[src/rtl/syscall_pkg.sv]
/*
  constants for the flash system call handler: opcodes, keys, status codes,
  field positions and protection modes.
  assumes a single 100 MHz clock domain and a register port of two words.
*/
package syscall_pkg;
  localparam logic [7:0]  FIRST_KEY        = 8'hb6;
  localparam logic [7:0]  SECOND_KEY_BASE  = 8'hd3;
  localparam int          REQ_BIT          = 31;
  localparam int          PRIV_BIT         = 30;
  localparam logic [7:0]  OP_IDENT         = 8'h00;
  localparam logic [7:0]  OP_CONFIG_CLOCK  = 8'h15;
  localparam logic [7:0]  OP_LOAD_BYTES    = 8'h04;
  localparam logic [7:0]  OP_WRITE_ROW     = 8'h05;
  localparam logic [7:0]  OP_PROGRAM_ROW   = 8'h06;
  localparam logic [7:0]  OP_ERASE_ALL     = 8'h0a;
  localparam logic [7:0]  OP_CHECKSUM      = 8'h0b;
  localparam logic [7:0]  OP_WRITE_PROTECT = 8'h0d;
  localparam logic [7:0]  OP_NB_WRITE_ROW  = 8'h07;
  localparam logic [7:0]  OP_NB_PROG_ROW   = 8'h08;
  localparam logic [7:0]  OP_RESUME_NB     = 8'h09;
  localparam logic [3:0]  STATUS_OK        = 4'ha;
  localparam logic [31:0] STATUS_FAIL_BASE = 32'hf0000000;
  localparam logic [7:0]  ERR_BAD_KEY      = 8'h03;
  localparam logic [7:0]  ERR_NO_ACCESS    = 8'h01;
  localparam logic [7:0]  ERR_BAD_OPCODE   = 8'h02;
  localparam logic [7:0]  ERR_PUMP_CLOCK   = 8'h12;
  localparam logic [7:0]  ERR_NO_PENDING   = 8'h13;
  localparam logic [1:0]  MODE_OPEN        = 2'h0;
  localparam logic [1:0]  MODE_PROTECTED   = 2'h1;
  localparam logic [1:0]  MODE_KILL        = 2'h2;
  localparam int          FLASH_OP_NS      = 200;
  localparam int          CLK_NS           = 10;
  localparam int          FLASH_OP_CYCLES  = (FLASH_OP_NS + CLK_NS - 1) / CLK_NS;
  localparam int          ROW_BYTES        = 128;
  localparam int          IMO_48MHZ_CODE   = 48;
  typedef enum logic [1:0] {IDLE, CHECK, RUN, DONE} call_state_t;
endpackage : syscall_pkg

[src/rtl/flash_system_call_handler.sv]
/*
  register-driven system call interpreter: argument and request words,
  key and access checks, identification, clock setup and flash call status.
  assumes the flash engine itself lies outside; flash_go pulses start it
  and flash_done reports its end. caller_is_debug marks the bus master.
*/
`timescale 1ns/1ps
// Operation
// identification returns family, silicon, revision, protection
// caller puts keys and opcode zero
// argument word gets silicon id, revision, 0xa
// request word gets family id and protection
// clock call selects oscillator at 48 MHz
// bad pump clock blocks flash, reports status; code checks it only once the oscillator is selected, never for resume
// identification refused only from debug in kill
// load bytes: debug open, or processor
// write row: debug open, or processor
// program row: debug open, or processor
// erase all: debug open only
// checksum: debug open/protected, or processor
// write protection: debug open/protected only
// non-blocking calls from processor only
// resume only from processor
// caller sets request bit to start
// keys checked, mismatch returns error
// completion clears privileged and request bits
// failure leaves 0xf00000yy in argument
// forbidden call fails without touching flash
// unused return bits are don't care
module flash_system_call_handler
  import syscall_pkg::*;
#(
  parameter logic [11:0] FAMILY_ID  = 12'h0a5,   // arbitrary value
  parameter logic [15:0] SILICON_ID = 16'h1234,  // arbitrary value
  parameter logic [7:0]  REVISION   = 8'h11      // arbitrary value
) (
  input  wire logic        sys_clk,
  input  wire logic        rst_b,
  input  wire logic        arg_wr,
  input  wire logic        req_wr,
  input  wire logic [31:0] wr_data,
  input  wire logic        caller_is_debug,
  input  wire logic [1:0]  protect_mode,
  input  wire logic [7:0]  pump_freq_mhz,
  input  wire logic        flash_done,
  output logic [31:0]      call_argument_word,
  output logic [31:0]      call_request_word,
  output logic             pump_from_osc,
  output logic             flash_go,
  output logic [7:0]       flash_op
);
  call_state_t state, next_state;
  logic [31:0] next_arg, next_req;
  logic        next_pump, next_go, next_pending, pending, caller;
  logic [7:0]  next_op;
  logic        next_caller;
  logic [7:0]  opcode;
  logic        allowed, known, flash_call;

  // elaboration-time guard on the flash step length
  if (FLASH_OP_CYCLES < 1) begin : g_bad_step
    $error("flash step too short");
  end

  assign opcode = call_request_word[7:0];

  // access table per caller and mode
  always_comb begin
    known      = 1'b1;
    allowed    = 1'b0;
    flash_call = 1'b0;
    case (opcode)
      OP_IDENT:         allowed = !caller || protect_mode != MODE_KILL;
      OP_CONFIG_CLOCK:  allowed = !caller || protect_mode == MODE_OPEN;
      OP_LOAD_BYTES:    allowed = !caller || protect_mode == MODE_OPEN;
      OP_WRITE_ROW: begin
        allowed    = !caller || protect_mode == MODE_OPEN;
        flash_call = 1'b1;
      end
      OP_PROGRAM_ROW: begin
        allowed    = !caller || protect_mode == MODE_OPEN;
        flash_call = 1'b1;
      end
      OP_ERASE_ALL: begin
        allowed    = caller && protect_mode == MODE_OPEN;
        flash_call = 1'b1;
      end
      OP_CHECKSUM:      allowed = !caller || protect_mode != MODE_KILL;
      OP_WRITE_PROTECT: begin
        allowed    = caller && protect_mode != MODE_KILL;
        flash_call = 1'b1;
      end
      OP_NB_WRITE_ROW, OP_NB_PROG_ROW: begin
        allowed    = !caller;
        flash_call = 1'b1;
      end
      OP_RESUME_NB:     allowed = !caller;
      default: known = 1'b0;
    endcase
  end

  always_comb begin
    next_state   = state;
    next_arg     = call_argument_word;
    next_req     = call_request_word;
    next_pump    = pump_from_osc;
    next_go      = 1'b0;
    next_op      = flash_op;
    next_pending = pending;
    next_caller  = caller;
    case (state)
      IDLE: begin
        if (arg_wr) next_arg = wr_data;
        if (req_wr) begin
          next_req = {wr_data[REQ_BIT], 1'b0, wr_data[29:0]}; // privileged bit is not writable
          next_caller = caller_is_debug;
          if (wr_data[REQ_BIT]) next_state = CHECK;
        end
      end
      CHECK: begin
        next_req[PRIV_BIT] = 1'b1;
        next_state = DONE;
        if (call_argument_word[7:0] != FIRST_KEY ||
            call_argument_word[15:8] != SECOND_KEY_BASE + opcode)
          next_arg = STATUS_FAIL_BASE | {24'h000000, ERR_BAD_KEY};
        else if (!known)
          next_arg = STATUS_FAIL_BASE | {24'h000000, ERR_BAD_OPCODE};
        else if (!allowed)
          next_arg = STATUS_FAIL_BASE | {24'h000000, ERR_NO_ACCESS};
        else if (flash_call && pump_from_osc && pump_freq_mhz != 8'(IMO_48MHZ_CODE))
          next_arg = STATUS_FAIL_BASE | {24'h000000, ERR_PUMP_CLOCK};
        else if (opcode == OP_RESUME_NB && !pending)
          next_arg = STATUS_FAIL_BASE | {24'h000000, ERR_NO_PENDING};
        else if (opcode == OP_IDENT) begin
          // bits 27:24 of the argument word and 15:14 of the request word left zero; callers ignore them
          next_arg = {STATUS_OK, 4'h0, REVISION, SILICON_ID};
          // lower half only, so the privileged bit set above survives
          next_req[15:0] = {2'b00, protect_mode, FAMILY_ID};
        end else if (opcode == OP_CONFIG_CLOCK) begin
          next_pump = 1'b1;
          next_arg  = {STATUS_OK, 28'h0000000};
        end else if (flash_call || opcode == OP_RESUME_NB) begin
          next_go      = 1'b1;
          next_op      = opcode;
          next_pending = opcode == OP_NB_WRITE_ROW || opcode == OP_NB_PROG_ROW;
          next_state   = RUN;
        end else
          next_arg = {STATUS_OK, 28'h0000000};
      end
      RUN: begin
        // flash engine runs; non-blocking calls release the caller here too
        // key on the running op, not on a stale pending flag from an earlier call
        if (flash_done || flash_op == OP_NB_WRITE_ROW || flash_op == OP_NB_PROG_ROW) begin
          next_arg   = {STATUS_OK, 28'h0000000};
          next_state = DONE;
          if (opcode == OP_RESUME_NB) next_pending = 1'b0;
        end
      end
      DONE: begin
        next_req[REQ_BIT]  = 1'b0;
        next_req[PRIV_BIT] = 1'b0;
        next_state = IDLE;
      end
      default: next_state = IDLE;
    endcase
  end

  always_ff @(posedge sys_clk or negedge rst_b) begin
    if (!rst_b) begin
      state              <= IDLE;
      call_argument_word <= 32'h00000000;
      call_request_word  <= 32'h00000000;
      pump_from_osc      <= 1'b0;
      flash_go           <= 1'b0;
      flash_op           <= 8'h00;
      pending            <= 1'b0;
      caller             <= 1'b0;
    end else begin
      state              <= next_state;
      call_argument_word <= next_arg;
      call_request_word  <= next_req;
      pump_from_osc      <= next_pump;
      flash_go           <= next_go;
      flash_op           <= next_op;
      pending            <= next_pending;
      caller             <= next_caller;
    end
  end

  ident_result_a: assert property (@(posedge sys_clk) disable iff (!rst_b)
    (state == CHECK && opcode == OP_IDENT && call_argument_word[15:0] == {SECOND_KEY_BASE, FIRST_KEY}
     && !(caller && protect_mode == MODE_KILL)) |=> call_argument_word[31:28] == STATUS_OK
     && call_request_word[11:0] == FAMILY_ID)
    else $error("identification result wrong");
  kill_refuse_a: assert property (@(posedge sys_clk) disable iff (!rst_b)
    (state == CHECK && opcode == OP_IDENT && caller && protect_mode == MODE_KILL)
    |=> call_argument_word[31:28] == 4'hf)
    else $error("identification not refused in kill");
  key_check_a: assert property (@(posedge sys_clk) disable iff (!rst_b)
    (state == CHECK && call_argument_word[7:0] != FIRST_KEY) |=> call_argument_word == 32'hf0000003)
    else $error("bad key not reported");
  done_clears_a: assert property (@(posedge sys_clk) disable iff (!rst_b)
    (state == DONE) |=> !call_request_word[REQ_BIT] && !call_request_word[PRIV_BIT])
    else $error("completion bits not cleared");
  no_flash_a: assert property (@(posedge sys_clk) disable iff (!rst_b)
    (state == CHECK && !allowed) |=> !flash_go)
    else $error("forbidden call reached flash");
  pump_check_a: assert property (@(posedge sys_clk) disable iff (!rst_b)
    (state == CHECK && flash_call && pump_from_osc && pump_freq_mhz != 8'(IMO_48MHZ_CODE))
    |=> !flash_go ##1 state == IDLE)
    else $error("flash run with bad pump clock");
  erase_debug_a: assert property (@(posedge sys_clk) disable iff (!rst_b)
    (flash_go && flash_op == OP_ERASE_ALL) |-> caller)
    else $error("erase all from processor");
  nb_cpu_a: assert property (@(posedge sys_clk) disable iff (!rst_b)
    (flash_go && (flash_op == OP_NB_WRITE_ROW || flash_op == OP_NB_PROG_ROW)) |-> !caller)
    else $error("non-blocking call from debug");
endmodule : flash_system_call_handler

[config.mk]
export PLATFORM = sky130hd
export DESIGN_NAME = flash_system_call_handler
export DESIGN_NICKNAME = d
export VERILOG_FILES = /design/src/rtl/syscall_pkg.sv /design/src/rtl/flash_system_call_handler.sv
export SDC_FILE = /design/constraint.sdc
export NUM_CORES = 1
export LEC_CHECK = 0
export BUFFER_PORTS_ARGS = -buffer_cell sky130_fd_sc_hd__buf_2
export CAP_MARGIN = 10
export CORE_MARGIN = 10
export CORE_UTILIZATION = 40
export DETAILED_ROUTE_END_ITERATION = 10
export PLACE_DENSITY = 0.75
export SLEW_MARGIN = 30
export SYNTH_ARGS = -nofsm -noshare
export SYNTH_HDL_FRONTEND = slang
export SYNTH_SLANG_ARGS = --single-unit
[constraint.sdc]
create_clock -name sys_clk -period 3.7 [get_ports sys_clk]
set_input_delay 0.37 -clock sys_clk [delete_from_list [all_inputs] [get_ports sys_clk]]
set_output_delay 0.37 -clock sys_clk [all_outputs]
set_load 0.02 [all_outputs]
==> results.sh, run 1 <==
export IMPL_area_growth_synth_to_final_pct=21.8
export IMPL_wl_per_cell_um=18.7
export IMPL_fp_dieW_um=121
export IMPL_r2r_start="call_request_word[0]"
export IMPL_synth_top_area_share_pct=47.8
export IMPL_cts_setup_buffers=0
export IMPL_cts_repair_resized=0
export IMPL_clkTransAtPathRegs_ns=0.08
export IMPL_syn_nets=467
export IMPL_yosys_top_cells_area="dfrtp_1 48%, mux2_2 6.6%, nand2_1 6.2%"
export IMPL_drc_errors=0
export IMPL_cp_startpoint="call_request_word[0]"
export IMPL_crit_chain="inv_1 > ha_1 > xnor2_1 > nor4_1 > nand4_1 > or4_1 > o31ai_4 > buf_4 > o21ai_0"
export IMPL_hold_slack_ns=0.0132
export IMPL_criticalPathCategory="reg -> reg"
export IMPL_io_buffer_count=121
export IMPL_drt_pass1_iter_count=5
export IMPL_async_flop_share_pct=100
export IMPL_reg2reg_slack_ns=0.46
export IMPL_finClkSkew_ns=0.0145
export IMPL_ys_types=62
export IMPL_ctsHoldBuffers=0
export IMPL_period_needed_ns=3.24
export IMPL_yosysTopAreaCell="dfrtp_1"
export IMPL_arrival_ns=3.46
export IMPL_grt_overflow=0
export IMPL_h_tree_depth=3
export IMPL_finalCritPeriodShare_pct=87.7
export IMPL_syn_inst=410
export IMPL_gp_congestion=0.897
export IMPL_critical_path_buf_inv_count=2
export IMPL_grt_start_max_net_pins=79
export IMPL_wirelength_mm=12.4
export IMPL_hp_class="in -> async"
export IMPL_slew_headroom_pct=40.4
export IMPL_vias=3661
export IMPL_cap_violations=0
export IMPL_synth_edf_count=0
export IMPL_die_h_um=121
export IMPL_cts_tree="yes"
export IMPL_power_density_nw_per_um2=970
export IMPL_drt_antenna_violating_nets=0
export IMPL_fin_nets=578
export IMPL_cpLargestDelayFamily="simple AND/OR/NAND/NOR gates"
export IMPL_rr_worst_depth=9
export IMPL_start_kind="flop"
export IMPL_syn_area_um2=4090
export IMPL_max_freq_mhz=308
export IMPL_fp_dieArea_um2=14700
export IMPL_viasPerCell=5.55
export IMPL_coreArea_um2=9860
export IMPL_rows=36
export IMPL_cpMaxStageDelayCell="or4_1"
export IMPL_root_buffer="clkbuf_8"
export IMPL_ys_seq_area_share_pct=47.8
export IMPL_synthFlopType="dfrtp_1"
export IMPL_yosysWarningCount=0
export IMPL_final_max_slew_viol_count=0
export IMPL_drive_above_1_share_pct=33.5
export IMPL_drt_initial_drc_count=178
export IMPL_grt_usage_pct=16.6
export IMPL_dp_hpwl_mm=9.45
export IMPL_start_util_pct=41.4
export IMPL_cts_buffers=9
export IMPL_status="finished clean"
export IMPL_clock_path_buffers=2
export IMPL_critical_path_cell_count=9
export IMPL_ys_seq_elements=78
export IMPL_antenna_found_initial=1
export IMPL_final_seq_area_um2=1950
export IMPL_worst_pin_slew_ns=0.893
export IMPL_crit_end="call_argument_word[4]"
export IMPL_cts_sinks=78
export IMPL_avgSynthCellArea_um2=9.96
export IMPL_r2r_end="call_argument_word[4]"
export IMPL_crit_required_ns=3.92
export IMPL_ioPinCount=122
export IMPL_multi_input_area_um2=1980
export IMPL_cpPeakStageDelay_ns=0.65
export IMPL_irDropWorstVdd_mv=0.480
export IMPL_clock_latency_ns=0.36
export IMPL_grt_pass1_wl_mm=19.4
export IMPL_cp_end_kind="flop"
export IMPL_grt_pass1_vias=3731
export IMPL_final_setup_tns_ns=0
export IMPL_setup_viol=0
export IMPL_p_leak_nw=2.40
export IMPL_rsz0062_at_grt="false"
export IMPL_path_max_fanout=50
export IMPL_final_hold_viol_count=0
export IMPL_fill_cells=931
## worst reg2reg max path, cell delays in order (launching register included)
cell and delay (ns):
dfrtp_1 0.54, inv_1 0.14, ha_1 0.32, xnor2_1 0.13, nor4_1 0.33, nand4_1 0.13
or4_1 0.65, o31ai_4 0.25, buf_4 0.41, o21ai_0 0.20
## registers in the layout, indices dropped and copies added, names as in the netlist
name	count
call_argument_word	32
call_request_word	32
caller	1
flash_go	1
flash_op	8
pending	1
pump_from_osc	1
state	2
## power breakdown
part / switching, mW / internal, mW / total (mW)
logic: 1.64 / 0.970 / 2.61
registers: 0.362 / 1.21 / 1.57
clock network: 0.320 / 0.332 / 0.651
## worst min-delay path by stage
stage / end / slack, ns / cells after the start
floorplan: call_argument_word[0] / 0.07 / 0
global placement: call_argument_word[22] / 0.46 / 2
detailed placement: call_argument_word[25] / 0.46 / 2
CTS: call_request_word[21] / 0.19 / 1
global route: call_request_word[21] / 0.06 / 1
finish: call_request_word[21] / 0.01 / 1
## logic make-up (layout without fill, tap and decap cells)
family	count (synthesis)	in the layout	synth area share [%]
AO/OA/AOI/OAI	102	102	17.4
XOR/XNOR	8	8	1.72
adder cells (fa/ha/maj)	9	9	2.76
buffers and inverters	35	151	3.83
flip-flops	78	78	47.8
multiplexers	32	32	8.58
other	0	1	0
AND/OR/NAND/NOR	146	146	17.9
## layout make-up
class,instances,share of cell area (%)
well taps,133,3.34
diodes,1,0.0503
multi-input cells,297,39.7
flip-flops and latches,78,39.2
clock buffers,11,2.84
clock inverters,5,1.16
repair buffers,125,12.9
inverters,10,0.754
## metrics by stage
stage	area, um^2	setup WS (ns)	total power [mW]	std cells	util, %
after floorplan	4090	0.720	3.37	410	-
after global placement	4770	0.625	4.09	643	48.4
after detailed placement	4770	0.474	4.19	643	48.4
after CTS	4970	0.470	4.85	659	50.4
after global routing	4980	0.206	5.16	660	50.4
final	4980	0.455	4.83	660	50.4
## metal layers
metal	global-route usage, %	up-vias	share of wire [%]
met5	0	-	0
met4	8.67	0	3.0
met3	4.19	34	6.6
met2	27.4	145	49
met1	19.5	1770	41
li1	-	1712	-
## placed cells by master (no fill, tap or decap), types with 4 or more instances in the layout
cell,n
or4_1,4
xnor2_1,5
ha_1,9
a21oi_1,7
nor2_1,18
inv_1,9
nand2_1,68
dfrtp_1,78
o22ai_1,8
nor4_1,6
mux2i_1,8
o21ai_0,27
o2bb2ai_1,6
nor2b_1,10
o211ai_1,4
a31oi_1,13
o21ai_1,4
a2bb2oi_1,5
buf_2,120
nand4_1,5
clkbuf_8,10
nand3_1,6
mux2_2,24
buf_4,4
nor3_1,6
nand4b_1,4
## Yosys cell counts (4+ instances only)
master / instances
o21ai_0: 27
o22ai_1: 8
nand3_1: 6
or4_1: 4
nor2b_1: 10
nand4b_1: 4
ha_1: 9
nor3_1: 6
a21oi_1: 7
nor4_1: 6
xnor2_1: 5
inv_1: 9
buf_2: 8
a2bb2oi_1: 5
dfrtp_1: 78
clkbuf_1: 12
o21ai_1: 4
a31oi_1: 13
mux2i_1: 8
nand4_1: 5
mux2_2: 24
o2bb2ai_1: 6
o211ai_1: 4
nand2_1: 68
nor2_1: 18
(Power assumes the default switching activity.)
==> inputs of run 2 (changes only) <==
CELL_PAD_IN_SITES_DETAIL_PLACEMENT = 1   (was not set)
CELL_PAD_IN_SITES_GLOBAL_PLACEMENT = 1   (was not set)
CORE_UTILIZATION = 39   (was 40)
PLACE_DENSITY = 0.9   (was 0.75)
==> run 2 against run 1 <==
Compared with the run above: the run now ends with hold timing left; design area is 0.60% higher; global-route usage up 2.0 points; maximum frequency is 4.1% lower; critical path depth is the same; final cell count up 0.61%; count of clock-buffer cells in the layout is 1 lower; via count grew 2.7%; clock skew hardly changed; setup slack got worse by 0.14 ns; combinational power up 3%; first-iteration DRC count grew 29%; sequential cell count did not move; critical path type unchanged; highest routed layer unchanged.
==> results.sh, run 2 (synthesis gave the netlist of run 1 again) <==
export IMPL_crit_top_cell="nand2_1"
export IMPL_final_hold_viol_count=1
export IMPL_finalCritPeriodShare_pct=91.5
export IMPL_wirelength_mm=13.8
export IMPL_hold_slack_ns=-0.000747
export IMPL_p_comb_share_pct=54.1
export IMPL_sw_frac_of_total_pct=48.8
export IMPL_postLayoutSetupSlackWorst_ns=0.316
export IMPL_max_freq_mhz=296
export IMPL_drt_initial_drc_count=229
export IMPL_irDropWorstVdd_mv=0.473
export IMPL_fp_dieArea_um2=15000
export IMPL_finClkSkew_ns=0.0149
export IMPL_criticalPathCategory="reg -> reg"
export IMPL_fin_nets=580
export IMPL_ctsHoldBuffers=0
export IMPL_status="finished with violations"
export IMPL_p_switching_mw=2.42
export IMPL_start_util_pct=39.7
export IMPL_grt_pass1_vias=4058
export IMPL_fill_cells=1193
export IMPL_p_int_mw=2.54
export IMPL_cp_end_kind="flop"
export IMPL_cts_buffers=9
export IMPL_grt_pass1_wl_mm=22.2
export IMPL_seqPwrFrac_pct=31.9
export IMPL_gp_congestion=0.863
export IMPL_power_density_nw_per_um2=991
export IMPL_drive_above_1_share_pct=33.9
export IMPL_vias=3760
export IMPL_h_tree_depth=3
export IMPL_cap_violations=0
export IMPL_start_kind="flop"
export IMPL_violations="hold timing"
export IMPL_diodes=0
export IMPL_cts_sinks=78
export IMPL_cts_tree="yes"
export IMPL_slew_headroom_pct=44.1
export IMPL_fp_dieW_um=122
export IMPL_grt_busiest_layer="met2"
export IMPL_layout_common_cells="120 x buf_2, 78 x dfrtp_1, 68 x nand2_1, 27 x o21ai_0, 24 x mux2_2"
export IMPL_grt_start_max_net_pins=79
export IMPL_met2_usage_pct=30.7
export IMPL_ioPinCount=122
export IMPL_cpPeakStageDelay_ns=0.59
export IMPL_reg_largest_list="call_argument_word x32, call_request_word x32, flash_op x8"
export IMPL_clock_path_buffers=2
export IMPL_final_setup_tns_ns=0
export IMPL_worst_pin_slew_ns=0.827
export IMPL_pwr_share_clk_pct=14.0
export IMPL_drc_errors=0
export IMPL_hp_class="in -> async"
export IMPL_cts_repair_resized=0
export IMPL_final_common_cell="buf_2"
export IMPL_arrival_ns=3.64
export IMPL_dp_slack_ns=0.401
export IMPL_final_util_pct=48.7
export IMPL_clock_latency_ns=0.36
export IMPL_rows=37
export IMPL_io_buffer_count=121
export IMPL_cts_setup_buffers=0
export IMPL_dp_hpwl_mm=10.5
export IMPL_viasPerCell=5.66
export IMPL_antenna_found_initial=0
export IMPL_crit_chain="inv_1 > ha_1 > nand4b_1 > nand3_1 > nand2_1 > or4_1 > o31ai_1 > nand2_1 > a22oi_1"
export IMPL_setup_viol=0
export IMPL_cp_startpoint="call_request_word[0]"
export IMPL_root_buffer="clkbuf_8"
export IMPL_drt_pass1_iter_count=4
export IMPL_rsz0062_at_grt="false"
export IMPL_grt_usage_pct=18.6
export IMPL_crit_required_ns=3.96
export IMPL_grt_util_met1_pct=22.1
export IMPL_period_needed_ns=3.38
export IMPL_p_leak_nw=2.42
export IMPL_cpMaxStageDelayCell="or4_1"
export IMPL_wl_per_cell_um=20.8
export IMPL_grt_overflow=0
export IMPL_coreArea_um2=10300
export IMPL_path_max_fanout=13
export IMPL_area_growth_synth_to_final_pct=22.5
export IMPL_final_max_slew_viol_count=0
export IMPL_clkTransAtPathRegs_ns=0.10
export IMPL_use_met3_pct=6.34
export IMPL_die_h_um=122
export IMPL_drt_antenna_violating_nets=0
export IMPL_r2r_start="call_request_word[0]"
## run 2: cell count changes in the layout (fill, tap and decap cells not counted), sizes merged
cell / previous run / this run
buf: 125 / 127
clkbuf: 11 / 10
clkinv: 4 / 2
clkinvlp: 0 / 1
diode: 1 / 0
inv: 10 / 12
## run 2: stage by stage
| step | cell area, um^2 | power (mW) | hold slack [ns] | cells |
|---|---|---|---|---|
| after global placement | 4790 | 4.14 | 0.457 | 648 |
| after detailed placement | 4790 | 4.28 | 0.470 | 648 |
| after global routing | 5010 | 5.33 | 0.0789 | 664 |
| after CTS | 5000 | 4.99 | 0.204 | 664 |
| final | 5010 | 4.96 | -0.000747 | 664 |
| after floorplan | 4090 | 3.37 | 0.0744 | 410 |
## run 2: final timing paths
path / endpoint / slack [ns] / cells after the start
hold reg to reg: call_argument_word[19] / 0.49 / 2
min in group sys_clk: call_request_word[3] / 0.24 / 3
setup reg to reg: call_request_word[0] / 0.32 / 9
max in group asynchronous: call_argument_word[2] / 3.15 / 1
hold / removal: call_request_word[17] / -0.0007 / 1
setup / recovery: call_request_word[0] / 0.32 / 9
## run 2: final cells by class
type / instances / area [um^2] / share of cell area [%]
clock buffers: 10 / 138 / 2.75
flip-flops and latches: 78 / 1950 / 39.0
well taps: 136 / 170 / 3.40
clock inverters: 6 / 75.1 / 1.50
repair buffers: 127 / 657 / 13.1
multi-input cells: 297 / 1980 / 39.5
inverters: 10 / 37.5 / 0.750
## run 2: power groups by stage
stage	sequential [mW]	combinational [mW]	clock [mW]
2_1_floorplan	1.86	1.51	0
3_3_place_gp	1.56	2.58	0
3_5_place_dp	1.59	2.69	0
4_1_cts	1.58	2.70	0.706
5_1_grt	1.64	2.95	0.742
6_report	1.58	2.68	0.692
## run 2: worst max-delay path: cells and delay by family (launching register included)
family	cells	cell delay (ns)
fa+ha+maj	1	0.40
buf+inv	1	0.15
simple gates	5	1.45
compound gates	2	0.73
flops	1	0.55
## run 2: routing by layer
layer	routed length [um]	part of all wire [%]
met5	0	0
met4	328	2.4
met3	1210	8.7
met2	6700	48
met1	5600	40
==> inputs of run 3 (changes only) <==
CELL_PAD_IN_SITES_DETAIL_PLACEMENT = 0   (was 1)
==> run 3 against run 2 <==
Compared with the run above: the run now ends clean; maximum frequency is 4.1% higher; die area stayed put; total power is 1.9% lower; combinational power is 3% lower; global-route usage is 1.9 points lower; critical path depth is 1 lower; setup slack better by 0.13 ns; worst hold slack better by 0.032 ns; critical endpoint is now flash_op[1]; largest cell class unchanged.
==> results.sh, run 3 (synthesis gave the netlist of run 1 again) <==
export IMPL_grt_usage_pct=16.7
export IMPL_clock_path_buffers=2
export IMPL_arrival_ns=3.48
export IMPL_grt_busiest_layer="met2"
export IMPL_antenna_found_initial=0
export IMPL_start_kind="flop"
export IMPL_crit_required_ns=3.93
export IMPL_period_needed_ns=3.25
export IMPL_drt_initial_drc_count=270
export IMPL_diodes=0
export IMPL_met2_usage_pct=25.8
export IMPL_viasPerCell=5.45
export IMPL_ioPinCount=122
export IMPL_p_leak_nw=2.42
export IMPL_drc_errors=0
export IMPL_final_common_cell="buf_2"
export IMPL_cts_sinks=78
export IMPL_dp_hpwl_mm=9.40
export IMPL_cts_repair_resized=0
export IMPL_cpPeakStageDelay_ns=0.66
export IMPL_path_max_fanout=10
export IMPL_coreArea_um2=10300
export IMPL_rows=37
export IMPL_cap_violations=0
export IMPL_start_util_pct=39.7
export IMPL_gp_congestion=0.863
export IMPL_root_buffer="clkbuf_8"
export IMPL_hp_class="in -> async"
export IMPL_fp_dieW_um=122
export IMPL_fp_dieArea_um2=15000
export IMPL_clkTransAtPathRegs_ns=0.10
export IMPL_postLayoutSetupSlackWorst_ns=0.450
export IMPL_dp_slack_ns=0.459
export IMPL_io_buffer_count=121
export IMPL_cts_buffers=9
export IMPL_grt_util_met1_pct=20.8
export IMPL_area_growth_synth_to_final_pct=22.5
export IMPL_vias=3622
export IMPL_grt_overflow=0
export IMPL_cts_setup_buffers=0
export IMPL_status="finished clean"
export IMPL_drive_above_1_share_pct=33.9
export IMPL_rsz0062_at_grt="false"
export IMPL_slew_headroom_pct=46.5
export IMPL_grt_pass1_vias=3799
export IMPL_grt_start_max_net_pins=79
export IMPL_setup_viol=0
export IMPL_power_density_nw_per_um2=972
export IMPL_h_tree_depth=3
export IMPL_clock_latency_ns=0.36
export IMPL_max_freq_mhz=308
export IMPL_cpMaxStageDelayCell="or4_1"
export IMPL_cp_end_kind="flop"
export IMPL_finClkSkew_ns=0.0180
export IMPL_final_hold_viol_count=0
export IMPL_layout_common_cells="120 x buf_2, 78 x dfrtp_1, 68 x nand2_1, 27 x o21ai_0, 24 x mux2_2"
export IMPL_final_setup_tns_ns=0
export IMPL_ctsHoldBuffers=0
export IMPL_fill_cells=990
export IMPL_worst_pin_slew_ns=0.802
export IMPL_final_max_slew_viol_count=0
export IMPL_wl_per_cell_um=18.8
export IMPL_drt_antenna_violating_nets=0
export IMPL_reg_largest_list="call_argument_word x32, call_request_word x32, flash_op x8"
export IMPL_die_h_um=122
export IMPL_crit_chain="inv_1 > ha_1 > xnor2_1 > nor4_1 > nand4_1 > or4_1 > nor3_4 > mux2_2"
export IMPL_wirelength_mm=12.5
export IMPL_fin_nets=580
export IMPL_irDropWorstVdd_mv=0.589
export IMPL_criticalPathCategory="reg -> reg"
export IMPL_grt_pass1_wl_mm=20.1
export IMPL_use_met3_pct=6.66
export IMPL_cts_tree="yes"
export IMPL_drt_pass1_iter_count=4
export IMPL_finalCritPeriodShare_pct=87.8
-- run 3: area by class of cell --
cell class,instances,area [um^2],share of cell area [%]
Clock buffer,10,138,2.75
Timing Repair Buffer,127,657,13.1
Multi-Input combinational cell,297,1980,39.5
Sequential cell,78,1950,39.0
Tap cell,136,170,3.40
Clock inverter,6,75.1,1.50
Inverter,10,37.5,0.750
-- run 3: path summary, 6_finish.rpt --
| path | start | end | slack (ns) | cells after the start |
|---|---|---|---|---|
| max reg2reg | call_request_word[0] | flash_op[1] | 0.45 | 8 |
| min reg2reg | call_argument_word[29] | call_argument_word[29] | 0.49 | 2 |
| min in group sys_clk | wr_data[10] | call_argument_word[10] | 0.25 | 3 |
| max in group asynchronous | rst_b | call_argument_word[27] | 3.19 | 1 |
| min | rst_b | call_request_word[17] | 0.03 | 1 |
| max | call_request_word[0] | flash_op[1] | 0.45 | 8 |
-- run 3: report_power, final --
group / switching, mW / internal [mW]
registers: 0.367 / 1.21
clock network: 0.344 / 0.341
logic: 1.62 / 0.990
-- run 3: layer usage --
| metal | routed length [um] | part of all wire, % |
|---|---|---|
| met1 | 5200 | 42 |
| met2 | 5790 | 46 |
| met3 | 1210 | 9.7 |
| met4 | 279 | 2.2 |
| met5 | 0 | 0 |
-- run 3: worst max-delay path: cells and delay by family (launching register included) --
family | cells | cell delay (ns)
xor+xnor | 1 | 0.13
fa+ha+maj | 1 | 0.33
buf+inv | 1 | 0.14
flops | 1 | 0.54
mux | 1 | 0.40
simple gates | 4 | 1.60
-- run 3: through the flow --
step	hold slack (ns)	utilization, %	area (um^2)	cells	total power, mW
2_1_floorplan	0.0744	-	4090	410	3.37
3_3_place_gp	0.457	46.6	4790	648	4.14
3_5_place_dp	0.472	46.6	4790	648	4.21
4_1_cts	0.211	48.7	5000	664	4.90
5_1_grt	0.0745	48.7	5010	664	5.26
6_report	0.0314	48.7	5010	664	4.87
